## src/include/code_protect_map.vh

```
/*
 Constants for the program memory protection block: block address ranges,
 protection bit indices, ID range, debugger reservations, reset values.
 Assumes 21-bit program addresses and 8-bit data.
*/
`ifndef CODE_PROTECT_MAP_VH
`define CODE_PROTECT_MAP_VH

`define ADDR_W            21
`define NBLK              5
`define BLK_BOOT          3'h0
`define BOOT_END          21'h0007ff
`define BLK0_END          21'h001fff
`define BLK1_END          21'h003fff
`define BLK2_END          21'h005fff
`define BLK3_END          21'h007fff
`define BLK_NONE          3'h7
`define ID_FIRST          21'h200000
`define ID_LAST           21'h200007
`define ID_IDX_W          3
`define GUARD_ALL_ONES    5'h1f
`define DBG_RSV_BASE      21'h007e00
`define DBG_STACK_LVLS    5'h02
`define DBG_DATA_BYTES    8'h0a
`define ZERO_BYTE         8'h00

`endif

```

## src/verilog/code_protect_and_prog_port.v

```verilog
/*
 Protection gate between program/data-EEPROM/ID storage and its two
 requesters: CPU table operations and the external serial programmer.
 Assumes the storage arrays sit outside; this block decides per access
 and returns the data the requester is allowed to see. Pins arrive
 asynchronously and are filtered; CPU side is on the same clock.
*/
// How it works
// - Block read guard only blocks programmer accesses, never CPU execution.
// - Cleared block write guard refuses CPU table writes into that block.
// - Cleared table read guard still lets code in that block read it.
// - Table reads from outside a guarded block return zero.
// - Guard bits only go one to zero; writing one over zero is ignored.
// - Guards return to one only by chip or block erase from programmer.
// - EEPROM read guard blocks programmer reads and writes of EEPROM.
// - EEPROM write guard blocks CPU and programmer EEPROM writes.
// - Config write guard is CPU read-only; programmer alone may change it.
// - Eight ID bytes stay readable and writable, even when guarded.
// - Debug bit zero enables the debugger, one keeps it off.
// - Debugger reserves two stack levels, 512 program bytes, 10 data, pins.
// - Alternate port bit enables three alternate pins acting like legacy.
// - Legacy port stays usable; legacy programming level masks alternate level pin.
// - Alternate port bit writable except during alternate port high voltage entry.
// - Emulation select low disables extra ports, parallel port, enhanced PWM.
// - Emulation select matters only with debugger on and alternate port on.
// - Single supply bit set makes entry pin a mode control, not I/O.
// - High voltage entry always accepted regardless of single supply bit.
// - Single supply bit changes only in high voltage mode; cleared means only that.
// - Unprotected memory erases by row or block; protected only by block.
// - Boot block of 2 Kbytes plus four blocks, each with own guards.
`timescale 1ns/1ps
`include "code_protect_map.vh"
`default_nettype none

module code_protect_and_prog_port (
   input  wire                 clock,
   input  wire                 rst,
   // Legacy and alternate programming pins (asynchronous)
   input  wire                 reset_vpp_level_pin,
   input  wire                 reset_prog_voltage_pin,
   input  wire                 prog_entry_pin,
   input  wire                 alt_reset_prog_pin,
   input  wire                 alt_vpp_level_pin,
   input  wire                 emulation_select_pin,
   // CPU table access (same clock)
   input  wire                 cpu_req,
   input  wire                 cpu_write,
   input  wire                 cpu_eeprom,
   input  wire [`ADDR_W-1:0]   cpu_fetch_addr,
   input  wire [`ADDR_W-1:0]   cpu_target_addr,
   input  wire [7:0]           cpu_wdata,
   // Programmer request (decoded from serial link by the port logic)
   input  wire                 prog_req,
   input  wire                 prog_write,
   input  wire                 prog_eeprom,
   input  wire                 prog_erase_block,
   input  wire                 prog_erase_chip,
   input  wire                 prog_erase_row,
   input  wire                 prog_cfg_write,
   input  wire [`ADDR_W-1:0]   prog_addr,
   input  wire [7:0]           prog_wdata,
   input  wire [4:0]           cfg_wr_read_guard,
   input  wire [4:0]           cfg_wr_write_guard,
   input  wire [4:0]           cfg_wr_table_guard,
   input  wire                 cfg_wr_eeprom_read,
   input  wire                 cfg_wr_eeprom_write,
   input  wire                 cfg_wr_config_write,
   input  wire                 cfg_wr_debug,
   input  wire                 cfg_wr_alt_port,
   input  wire                 cfg_wr_single_supply,
   // Storage read data
   input  wire [7:0]           mem_rdata,
   // Storage strobes
   output reg                  mem_read,
   output reg                  mem_write,
   output reg                  mem_erase_row,
   output reg                  mem_erase_block,
   output reg  [`ADDR_W-1:0]   mem_addr,
   output reg  [7:0]           mem_wdata,
   output reg                  mem_eeprom,
   output reg  [2:0]           erase_blk,
   output reg                  cpu_ack,
   output reg                  cpu_refused,
   output reg  [7:0]           cpu_rdata,
   output reg                  prog_ack,
   output reg                  prog_refused,
   output reg  [7:0]           prog_rdata,
   // Configuration state
   output reg  [4:0]           block_read_guard,
   output reg  [4:0]           block_write_guard,
   output reg  [4:0]           block_table_read_guard,
   output reg                  eeprom_read_guard,
   output reg                  eeprom_write_guard,
   output reg                  config_write_guard,
   output reg                  debug_bit,
   output reg                  alt_port_enable_bit,
   output reg                  single_supply_prog_enable,
   // Derived modes
   output reg                  prog_mode,
   output reg                  alt_port_enable,
   output reg                  debugger_enabled,
   output reg  [4:0]           dbg_stack_reserved,
   output reg  [`ADDR_W-1:0]   dbg_prog_reserve_base,
   output reg  [7:0]           dbg_data_reserved,
   output reg                  dbg_pins_reserved,
   output reg                  entry_pin_is_gpio,
   output reg                  extra_ports_enable
);

   // Three-stage pin filters; a level counts when stages two and three agree
   localparam NPIN = 6;
   wire [NPIN-1:0] pin_raw = {emulation_select_pin, alt_vpp_level_pin, alt_reset_prog_pin,
                              prog_entry_pin, reset_prog_voltage_pin, reset_vpp_level_pin};
   // Filters reset low; idle-high pins settle within four edges
   reg  [NPIN-1:0] s1_q;
   reg  [NPIN-1:0] s2_q;
   reg  [NPIN-1:0] s3_q;
   reg  [NPIN-1:0] pin_q;
   genvar g;
   generate
      for (g = 0; g < NPIN; g = g + 1) begin : g_sync
         always @(posedge clock) begin
            if (rst) begin
               s1_q[g]  <= 1'b0;
               s2_q[g]  <= 1'b0;
               s3_q[g]  <= 1'b0;
               pin_q[g] <= 1'b0;
            end else begin
               s1_q[g] <= pin_raw[g];
               s2_q[g] <= s1_q[g];
               s3_q[g] <= s2_q[g];
               if (s2_q[g] == s3_q[g])
                  pin_q[g] <= s3_q[g];
            end
         end
      end
   endgenerate

   wire vpp_legacy  = pin_q[0];   // Elevated programming level on legacy reset
   wire rst_legacy  = pin_q[1];   // Legacy reset pin at normal supply
   wire entry_pin   = pin_q[2];
   wire rst_alt     = pin_q[3];   // Alternate reset pin at normal supply
   wire vpp_alt     = pin_q[4];
   wire emul_sel    = pin_q[5];

   // Legacy level masks the alternate level pin for high-voltage entry only
   wire hv_alt      = alt_port_enable_bit & ~vpp_legacy & vpp_alt;
   wire hv_entry    = vpp_legacy | hv_alt;
   // Legacy reset pin, or alternate one when alternate port bit set, at supply qualifies single-supply entry
   wire rst_any     = rst_legacy | (alt_port_enable_bit & rst_alt);
   wire lv_entry    = single_supply_prog_enable & rst_any & entry_pin;
   wire entering    = hv_entry | lv_entry;

   // Block lookup, purely combinational so decision lands same cycle
   function [2:0] blk_of;
      input [`ADDR_W-1:0] a;
      begin
         if (a <= `BOOT_END)
            blk_of = 3'h0;
         else if (a <= `BLK0_END)
            blk_of = 3'h1;
         else if (a <= `BLK1_END)
            blk_of = 3'h2;
         else if (a <= `BLK2_END)
            blk_of = 3'h3;
         else if (a <= `BLK3_END)
            blk_of = 3'h4;
         else
            blk_of = `BLK_NONE;
      end
   endfunction

   wire [2:0] cpu_tblk  = blk_of(cpu_target_addr);
   wire [2:0] cpu_fblk  = blk_of(cpu_fetch_addr);
   wire [2:0] prog_blk  = blk_of(prog_addr);
   wire       cpu_in    = (cpu_tblk != `BLK_NONE);
   wire       prog_in   = (prog_blk != `BLK_NONE);
   wire       cpu_id    = (cpu_target_addr >= `ID_FIRST) && (cpu_target_addr <= `ID_LAST);
   wire       prog_id   = (prog_addr >= `ID_FIRST) && (prog_addr <= `ID_LAST);

   wire cpu_wr_ok  = cpu_eeprom ? eeprom_write_guard
                   : cpu_id ? 1'b1
                   : ~cpu_in | block_write_guard[cpu_tblk];
   // Table read guard is bypassed when fetching from the same block
   wire cpu_rd_ok  = cpu_eeprom | cpu_id | ~cpu_in
                   | block_table_read_guard[cpu_tblk]
                   | (cpu_fblk == cpu_tblk);
   // Block read guard never consulted for CPU accesses

   wire prog_rd_ok = prog_eeprom ? eeprom_read_guard
                   : prog_id ? 1'b1
                   : ~prog_in | block_read_guard[prog_blk];
   wire prog_wr_ok = prog_eeprom ? (eeprom_read_guard & eeprom_write_guard)
                   : prog_id ? 1'b1
                   : ~prog_in | (block_read_guard[prog_blk] & block_write_guard[prog_blk]);
   // Row erase refused on a read-guarded block; block erase always allowed
   wire row_ok     = ~prog_in | block_read_guard[prog_blk];

   wire cpu_fire   = cpu_req & ~prog_mode;
   // CPU and programmer never share a cycle: prog_mode splits them
   wire prog_fire  = prog_req & prog_mode;
   wire cfg_fire   = prog_fire & prog_cfg_write;
   // Config write wins, so no erase rides along with one
   wire op_fire    = prog_fire & ~prog_cfg_write;

   always @(posedge clock) begin
      if (rst) begin
         prog_mode <= 1'b0;
         mem_read <= 1'b0;
         mem_write <= 1'b0;
         mem_erase_row <= 1'b0;
         mem_erase_block <= 1'b0;
         mem_addr <= {`ADDR_W{1'b0}};
         mem_wdata <= `ZERO_BYTE;
         mem_eeprom <= 1'b0;
         erase_blk <= 3'h0;
         cpu_ack <= 1'b0;
         cpu_refused <= 1'b0;
         cpu_rdata <= `ZERO_BYTE;
         prog_ack <= 1'b0;
         prog_refused <= 1'b0;
         prog_rdata <= `ZERO_BYTE;
      end else begin
         prog_mode <= entering;
         mem_read <= 1'b0;
         mem_write <= 1'b0;
         mem_erase_row <= 1'b0;
         mem_erase_block <= 1'b0;
         cpu_ack <= 1'b0;
         cpu_refused <= 1'b0;
         prog_ack <= 1'b0;
         prog_refused <= 1'b0;
         // Read data is gated combinationally from the same-cycle decision
         cpu_rdata <= (cpu_fire & ~cpu_write & cpu_rd_ok) ? mem_rdata : `ZERO_BYTE;
         prog_rdata <= (prog_fire & ~prog_write & prog_rd_ok) ? mem_rdata : `ZERO_BYTE;
         if (cpu_fire) begin
            cpu_ack <= 1'b1;
            mem_addr <= cpu_target_addr;
            mem_wdata <= cpu_wdata;
            mem_eeprom <= cpu_eeprom;
            if (cpu_write) begin
               mem_write <= cpu_wr_ok;
               cpu_refused <= ~cpu_wr_ok;
            end else begin
               mem_read <= 1'b1;
            end
         end else if (op_fire) begin
            prog_ack <= 1'b1;
            mem_addr <= prog_addr;
            mem_wdata <= prog_wdata;
            mem_eeprom <= prog_eeprom;
            erase_blk <= prog_blk;
            if (prog_erase_chip | prog_erase_block) begin
               mem_erase_block <= 1'b1;
            end else if (prog_erase_row) begin
               mem_erase_row <= row_ok;
               prog_refused <= ~row_ok;
            end else if (prog_write) begin
               mem_write <= prog_wr_ok;
               prog_refused <= ~prog_wr_ok;
            end else begin
               mem_read <= 1'b1;
               prog_refused <= ~prog_rd_ok;
            end
         end else if (cfg_fire) begin
            prog_ack <= 1'b1;
            prog_refused <= ~config_write_guard;
         end
      end
   end

   // Guard bits erase to one and otherwise only fall
   always @(posedge clock) begin
      if (rst) begin
         block_read_guard <= `GUARD_ALL_ONES;
         block_write_guard <= `GUARD_ALL_ONES;
         block_table_read_guard <= `GUARD_ALL_ONES;
         eeprom_read_guard <= 1'b1;
         eeprom_write_guard <= 1'b1;
         config_write_guard <= 1'b1;
         debug_bit <= 1'b1;
         alt_port_enable_bit <= 1'b0;
         single_supply_prog_enable <= 1'b1;
      end else if (op_fire & prog_erase_chip) begin
         // Debug, port and supply bits stay as programmed
         block_read_guard <= `GUARD_ALL_ONES;
         block_write_guard <= `GUARD_ALL_ONES;
         block_table_read_guard <= `GUARD_ALL_ONES;
         eeprom_read_guard <= 1'b1;
         eeprom_write_guard <= 1'b1;
         config_write_guard <= 1'b1;
      end else if (op_fire & prog_erase_block & prog_in) begin
         block_read_guard[prog_blk] <= 1'b1;
         block_write_guard[prog_blk] <= 1'b1;
         block_table_read_guard[prog_blk] <= 1'b1;
      end else if (cfg_fire & config_write_guard) begin
         // AND with current value: a one never revives a zero
         block_read_guard <= block_read_guard & cfg_wr_read_guard;
         block_write_guard <= block_write_guard & cfg_wr_write_guard;
         block_table_read_guard <= block_table_read_guard & cfg_wr_table_guard;
         eeprom_read_guard <= eeprom_read_guard & cfg_wr_eeprom_read;
         eeprom_write_guard <= eeprom_write_guard & cfg_wr_eeprom_write;
         config_write_guard <= config_write_guard & cfg_wr_config_write;
         debug_bit <= cfg_wr_debug;
         if (~hv_alt)
            alt_port_enable_bit <= cfg_wr_alt_port;
         if (hv_entry)
            single_supply_prog_enable <= cfg_wr_single_supply;
      end
   end

   // Derived modes, registered so every output comes from a flip-flop
   wire dbg_on = ~debug_bit;
   wire emul_active = dbg_on & alt_port_enable_bit;
   // Reservations are fixed sizes, owned by the debugger while enabled
   always @(posedge clock) begin
      if (rst) begin
         alt_port_enable <= 1'b0;
         debugger_enabled <= 1'b0;
         dbg_stack_reserved <= 5'h00;
         dbg_prog_reserve_base <= {`ADDR_W{1'b0}};
         dbg_data_reserved <= `ZERO_BYTE;
         dbg_pins_reserved <= 1'b0;
         entry_pin_is_gpio <= 1'b1;
         extra_ports_enable <= 1'b1;
      end else begin
         alt_port_enable <= alt_port_enable_bit;
         debugger_enabled <= dbg_on;
         dbg_stack_reserved <= dbg_on ? `DBG_STACK_LVLS : 5'h00;
         dbg_prog_reserve_base <= dbg_on ? `DBG_RSV_BASE : {`ADDR_W{1'b0}};
         dbg_data_reserved <= dbg_on ? `DBG_DATA_BYTES : `ZERO_BYTE;
         dbg_pins_reserved <= dbg_on;
         entry_pin_is_gpio <= ~single_supply_prog_enable;
         extra_ports_enable <= ~emul_active | emul_sel;
      end
   end

endmodule // code_protect_and_prog_port

`default_nettype wire

```

## config.mk

```make
export PLATFORM = sky130hd
export DESIGN_NAME = code_protect_and_prog_port
export DESIGN_NICKNAME = d
export VERILOG_FILES = /design/src/verilog/code_protect_and_prog_port.v
export VERILOG_INCLUDE_DIRS = /design/src /design/src/include
export SDC_FILE = /design/constraint.sdc
export NUM_CORES = 1
export LEC_CHECK = 0
export BUFFER_PORTS_ARGS = -buffer_cell sky130_fd_sc_hd__clkbuf_2
export CORE_MARGIN = 3
export CORE_UTILIZATION = 40
export CTS_CLUSTER_SIZE = 25
export DETAILED_ROUTE_END_ITERATION = 8
export GPL_TIMING_DRIVEN = 0
export PLACE_DENSITY = 0.77
export SETUP_SLACK_MARGIN = 0.02
export SLEW_MARGIN = 20
export SYNTH_ARGS = -nofsm -noshare
export SYNTH_HDL_FRONTEND = slang
export SYNTH_SLANG_ARGS = --single-unit
```

## constraint.sdc

```tcl
create_clock -name clock -period 1.9 [get_ports clock]
set_input_delay 0.095 -clock clock [delete_from_list [all_inputs] [get_ports clock]]
set_output_delay 0.095 -clock clock [all_outputs]
set_load 0.03 [all_outputs]
```

==> results of run 1 <==
sequential cells by signal (all words and copies together) (netlist names), 3 cells and up:
signal,flops
mem_addr,21
cpu_rdata,8
mem_wdata,8
prog_rdata,8
s1_q,6
s2_q,6
s3_q,6
block_read_guard,5
block_table_read_guard,5
block_write_guard,5
erase_blk,3
cell families (layout without fill, tap and decap cells):
| logic type | after synthesis | count (layout) | share of synthesized area |
|---|---|---|---|
| buffers and inverters | 68 | 367 | 0.08940 |
| other | 1 | 25 | 0.0008426 |
| xor gates and xnor gates | 3 | 3 | 0.005905 |
| AOI/OAI and AO/OA | 104 | 104 | 0.1622 |
| and+or+nand+nor | 234 | 234 | 0.2505 |
| DFF | 107 | 107 | 0.4813 |
| muxes | 3 | 3 | 0.009839 |
worst min-delay path by stage:
stage                         startpoint                   endpoint  slack [ns]  cells after the start
finish               cpu_target_addr[10]               mem_addr[10]       0.008                      3
CTS                   cpu_target_addr[6]                mem_addr[6]      0.0001                      3
floorplan                prog_erase_chip            mem_erase_block        0.21                      1
global route          cpu_target_addr[6]                mem_addr[6]       0.001                      3
global placement    cfg_wr_single_supply  single_supply_prog_enable        0.30                      2
detailed placement  cfg_wr_single_supply  single_supply_prog_enable        0.31                      2
metrics by stage:
| step | instance area [um2] | hold WS, ns | TNS, ns | setup WS, ns | cells |
|---|---|---|---|---|---|
| floorplan | 4541 | 0.2052 | 0 | 0.05776 | 544 |
| global placement | 5742 | 0.3002 | -4.606 | -0.2297 | 886 |
| detailed placement | 5742 | 0.3103 | -7.377 | -0.4154 | 886 |
| CTS | 6736 | 0.0001395 | 0 | 0.03258 | 977 |
| global route | 6794 | 0.001309 | -0.0009353 | -0.0009353 | 979 |
| finish | 6794 | 0.007946 | 0 | 0.1024 | 979 |
synth_stat cells (all sizes together) (2+ instances only):
cell,count,area [um2]
a211oi,3,22.52
a21o,3,22.52
a21oi,16,80.08
a22oi,2,15.01
a2bb2oi,2,17.52
a311oi,34,297.8
a31o,2,17.52
a31oi,5,31.28
and2,9,56.30
and3,3,23.77
buf,38,275.3
clkbuf,25,103.9
dfxtp,107,2142
inv,5,18.77
nand2,101,379.1
nand2b,4,25.02
nand3,11,55.05
nand3b,3,22.52
nor2,47,176.4
nor2b,24,150.1
nor3,10,55.05
nor4,9,71.32
o21ai,27,135.1
or2,2,12.51
or3,2,12.51
or4,6,52.55
xnor2,3,26.28
worst max-delay path, stage by stage:
cell,delay [ns]
sky130_fd_sc_hd__dlygate4sd3_1,0.53
sky130_fd_sc_hd__clkbuf_2,0.11
sky130_fd_sc_hd__nor4_1,0.44
sky130_fd_sc_hd__a31oi_1,0.32
sky130_fd_sc_hd__a311oi_4,0.42
sky130_fd_sc_hd__and2_1,0.19
power by group through the flow:
stage | sequential [uW] | combinational, uW | clock [uW]
floorplan | 2490 | 288 | 0
global placement | 2390 | 638 | 0
detailed placement | 2390 | 650 | 0
CTS | 2340 | 773 | 1590
global route | 2350 | 853 | 1690
finish | 2350 | 799 | 1580
timing repair:
item,4_1_cts,5_1_grt
hold buffers,76,2
hold endpoints to repair,68,2
endpoints found under the setup margin,36,35
gates resized for setup,4,18
pin swaps,0,1
final cells by class:
type                            count  area [um2]  area share
Clock buffer                       10       137.6     0.02026
Inverter                            5       18.77    0.002762
Tap cell                          136       170.2     0.02505
Timing Repair Buffer              284        1812      0.2667
Multi-Input combinational cell    369        2036      0.2996
Sequential cell                   107        2142      0.3153
Clock inverter                      5       86.33     0.01271
Buffer                             63       391.6     0.05764
layer usage:
layer	GRT usage	up-vias	wire, um
li1	-	2381	-
met1	0.2868	2288	6267
met2	0.4459	308	7967
met3	0.06467	50	1389
met4	0.1079	0	529
met5	0	-	0
==> results.txt, run 1 <==
- The share of total power dissipated in sequential elements is 0.496.
- Yosys warning total: 0
* Reg-to-reg endpoint: mem_addr[19]
* Boundary Pins: 244
- Post-detailed-placement half-perimeter wirelength: 11460 um
* Post-synth cell types: 51
- The worst setup path is of the input port to register kind.
* Initial detailed-routing violation count: 319
- The final count of hold timing violations is 0.
* Htree depth: 3
- In this run the tightest slew margin relative to its limit is 0.6094.
- Combinational power share: 0.169
* Maximum clock rate: 556.3 MHz
* TritonCTS clock tree: done
- The initialized floorplan defines 37 standard-cell rows.
* Leading register cell type out of synthesis: sky130_fd_sc_hd__dfxtp_1
- Across the VDD grid, the largest voltage drop is 0.4588 mV.
- Vias: 5027
- The layout has 854 filler cells.
* Cell count after synthesis: 520
- The initial utilization of the core area, before any placement, comes to 0.4216.
- Count of flip-flops with a built-in enable after synthesis: 0
- At the end of the flow the core is filled with cells to 0.6437.
- Routability-driven placement finished with a final weighted congestion of 0.8844.
- Global routing finished with a remaining overflow of 0.
- Switching power total: 1287 uW
- Post-CTS clock slew at the launch and capture registers of the worst setup and hold paths: 0.10 ns
- Run status: complete, no violations
- In the final layout, the share of cells above drive strength 1 is 0.3345.
- Pwr/cell area: 695.6 mW/mm2
* Clock group share of total power: 0.335
* Number of clock sinks seen by CTS: 107
* Die Height: 111.5 um
* Transition time at the pin with the least slew margin: 0.5806 ns
- Number of global-route vias before repair: 5101
- The floorplan step defined a die boundary enclosing 0.01243 mm2.
* Total routing usage reported by global routing: 0.2519
* Design internal power: 3439 uW
* Category of the worst setup path capture point: register
* Worst min path class: input port to register
- Number of antenna repair diodes: 0
- The core region is 0.01056 mm2.
* Synthesized cell area: 0.004451 mm2
- From synthesis to final layout, the design area changed by 52.66%.
- The worst setup path is launched from an input port.
- The startpoint identified for the worst register-to-register timing path is prog_mode.
- In this run the register-to-register setup slack is 0.14 ns.
- Part of the Yosys area used for sequential elements: 0.4813
- Number of buffer cells added on primary ports: 206
* Average detailed-routed wire length per instance: 16.50 um
* Clock period minus worst slack: 1.798 ns
- Sum of internal, switching and leakage power: 4726 uW
- In this run the worst setup path terminates at prog_rdata[1].
- Setup violations remaining at the end of the flow were counted as 0.
- Number of max-capacitance violations reported: 0
- Counting the buffers created by CTS gives 9.
- Between clock sinks in the finished design, the worst skew comes to 0.01118 ns.
- Vias per cell: 5.135
- Insertion delay of the later-clocked pin in the worst-skew pair: 0.37 ns
- The net count of the finished layout is 965.
- DRC violations left: 0
- STA puts the critical path data required time at 2.21 ns.
* Die extent in x: 111.5 um
- Fraction of synthesis flops using an asynchronous set or reset pin: 0
- In this run the post-CTS setup repair buffer count came out at 0.
- Most common library cell in the layout ignoring fill and taps: sky130_fd_sc_hd__clkbuf_2
* Leak pwr: 0.003131 uW
- Data arrives at the worst endpoint at 2.10 ns.
* Clock root buffer master: sky130_fd_sc_hd__clkbuf_8
- The first detailed-routing pass took 7 iterations.
- Cell depth of the worst flop-to-flop path: 5
- The first global-routing pass estimated 25390 um of wire.
* Average cell area after synthesis: 8.559 um2
- Final ANT Viol Nets: 0
* Max-slew violation count: 0
- Crit Path Max Fanout: 8
- No sink is reached through more buffers than the 2 on the longest clock path.
- For this block, the routed nets add up to 16150 um of wire.
* Switching Share: 0.2723
* Number of register bits inferred by synthesis: 107
- In the layout the commonest cells are sky130_fd_sc_hd__clkbuf_2 (210), sky130_fd_sc_hd__dfxtp_1 (107), sky130_fd_sc_hd__nand2_1 (101).
* Largest net degree at the start of global routing: 18
- In this run the worst setup path begins at prog_addr[10].
- The initial antenna violation count came to 0.
* Period utilization: 0.9461
No activity file was read; power rests on OpenSTA's default activity.
==> run 2: changes to the inputs <==
MAX_ROUTING_LAYER = met4   (was unset)
==> results.txt, run 2 (synthesized netlist as in run 1, its figures left out) <==
- Htree depth: 3
- Clock root buffer master: sky130_fd_sc_hd__clkbuf_8
- Post-detailed-placement half-perimeter wirelength: 11460 um
* Post-layout nets: 964
* Post-layout instance count excluding filler cells: 978
- Smallest hold slack: 0.01158 ns
* Max-slew violation count: 0
- Entering global routing, the biggest net connects 18 pins.
- Final ANT Viol Nets: 0
* Most flop-heavy register: mem_addr
- Worst vdd rail ir drop: 0.4618 mV
* Leak pwr: 0.003127 uW
- Before antenna repair, the detailed router went through 4 iterations.
- The path class of the tightest hold or removal check is input port to register.
* Wire length of the first global-routing pass: 25340 um
- Number of antenna violations at the first check in global routing: 0
- The library cell used most frequently in the layout, excluding fill and tap cells, is sky130_fd_sc_hd__clkbuf_2.
* Hold Vio Cnt, Final: 0
- The first routing iteration left 300 violations.
* Aggregate routed wire length: 16120 um
* TritonCTS clock tree: done
- The worst path in the final design needs a cycle of 1.804 ns, including I/O delays and setup.
- After layout, the worst setup slack is 0.09600 ns.
- In the final layout, the share of cells above drive strength 1 is 0.3349.
* Vias: 4990
- Pwr/cell area: 695.8 mW/mm2
* Post-CTS Repair Setup Buffers: 0
- At the end of routability-driven placement, the weighted congestion stood at 0.8992.
* Transition time at the pin with the least slew margin: 0.5838 ns
* Number of antenna repair diodes: 0
- Instance count after placement with tap cells included: 886
- Worst slew margin: 0.6072
- Final-report setup violation count: 0
- Number of global-route vias before repair: 5104
- Commonest cells after routing, fill and taps aside: sky130_fd_sc_hd__clkbuf_2 (210), sky130_fd_sc_hd__dfxtp_1 (107), sky130_fd_sc_hd__nand2_1 (101)
- In the routed design, unresolved DRC markers number 0.
* Worst endpoint required time: 2.21 ns
- Setup Skew: 0.01263 ns
- The register with the most flip-flops in the layout has 21 of them.
- Row generation in the floorplan step produced 37 rows.
- Maximum clock rate: 554.3 MHz
- Effective utilization at floorplan: 0.4216
- Core Region: 0.01056 mm2
* Area used by sequential logic in the layout: 0.002142 mm2
- Number of max-capacitance violations reported: 0
- The number of cells on the worst reg-to-reg path is 5.
- In the routed layout, each cell is associated on average with a via count of 5.102.
- Critical Path AT: 2.11 ns
- The floorplan step set the die width to 111.5 um.
* CP Launch Type: input port
* Total CTS buffers: 9
- The count of buffers added on input and output ports is 206.
- Area added between synthesis and finish: 52.43%
* Remaining global-route overflow: 0
* Run status: complete, no violations
- The multi-input combinational cells in the finished layout cover a total of 0.002036 mm2.
- The floorplan step defined a die boundary enclosing 0.01243 mm2.
- Average detailed-routed wire length per instance: 16.48 um
* Insertion delay of the later-clocked pin in the worst-skew pair: 0.37 ns
* Start-to-end type of the worst setup path: input port to register
- The worst setup path is captured at a register.
- Total routing usage reported by global routing: 0.2591
- Post-CTS clock slew at the launch and capture registers of the worst setup and hold paths: 0.10 ns
* Worst hold path cell count: 3
- Along the worst path, the maximum fanout reaches 8.
* Boundary Pins: 244
- Fill cell count: 854
- Die Height: 111.5 um
* Number of clock sinks seen by CTS: 107
- Longest Clk Path Bufs: 2
* Period utilization: 0.9495
- Post-placement setup slack: -0.4154 ns
run 2: layer usage:
metal	vias to the layer above	track usage	share of wire
met4	0	0.1095	0.032
met2	291	0.4451	0.49
met5	-	-	0
met3	46	0.05272	0.071
met1	2274	0.2932	0.40
li1	2379	-	-
run 2: per-stage QoR:
stage | area (um2) | TNS (ns) | utilization | total power, uW
floorplan | 4541 | 0 | - | 2781
global placement | 5742 | -4.606 | 0.5440 | 3028
detailed placement | 5742 | -7.377 | 0.5440 | 3043
CTS | 6736 | 0 | 0.6382 | 4711
global route | 6784 | -0.003518 | 0.6427 | 4897
finish | 6784 | 0 | 0.6427 | 4721
run 2: timing repair:
item,4_1_cts,5_1_grt
hold endpoints to repair,68,1
gates resized for setup,4,18
endpoints found under the setup margin,36,35
pin swaps,0,1
hold buffers,76,1
run 2: final timing paths:
| kind | startpoint | endpoint | slack [ns] |
|---|---|---|---|
| worst max-delay path | prog_addr[10] | prog_rdata[1] | 0.1 |
| worst min-delay path | cpu_target_addr[10] | mem_addr[10] | 0.01 |
| worst max register to register | prog_mode | mem_addr[7] | 0.15 |
| worst min register to register | single_supply_prog_enable | entry_pin_is_gpio | 0.44 |
run 2: area by class of cell:
| cell class | instances | share of cell area |
|---|---|---|
| well taps | 136 | 0.02508 |
| repair buffers | 283 | 0.2656 |
| clock inverters | 5 | 0.01273 |
| clock buffers | 10 | 0.02029 |
| plain buffers | 63 | 0.05773 |
| flip-flops and latches | 107 | 0.3157 |
| inverters | 5 | 0.002767 |
| multi-input cells | 369 | 0.3001 |
run 2: power by group:
part           internal [uW]  switching [uW]  total [uW]
sequential              2310            34.8        2350
combinational            347             452         799
clock                    781             796        1580
total                   3440            1280        4720
run 2: worst max-delay path, stage by stage:
cell and delay, ns:
sky130_fd_sc_hd__dlygate4sd3_1 0.53, sky130_fd_sc_hd__clkbuf_2 0.11, sky130_fd_sc_hd__nor4_1 0.45, sky130_fd_sc_hd__a31oi_1 0.32
sky130_fd_sc_hd__a311oi_4 0.42, sky130_fd_sc_hd__and2_1 0.19
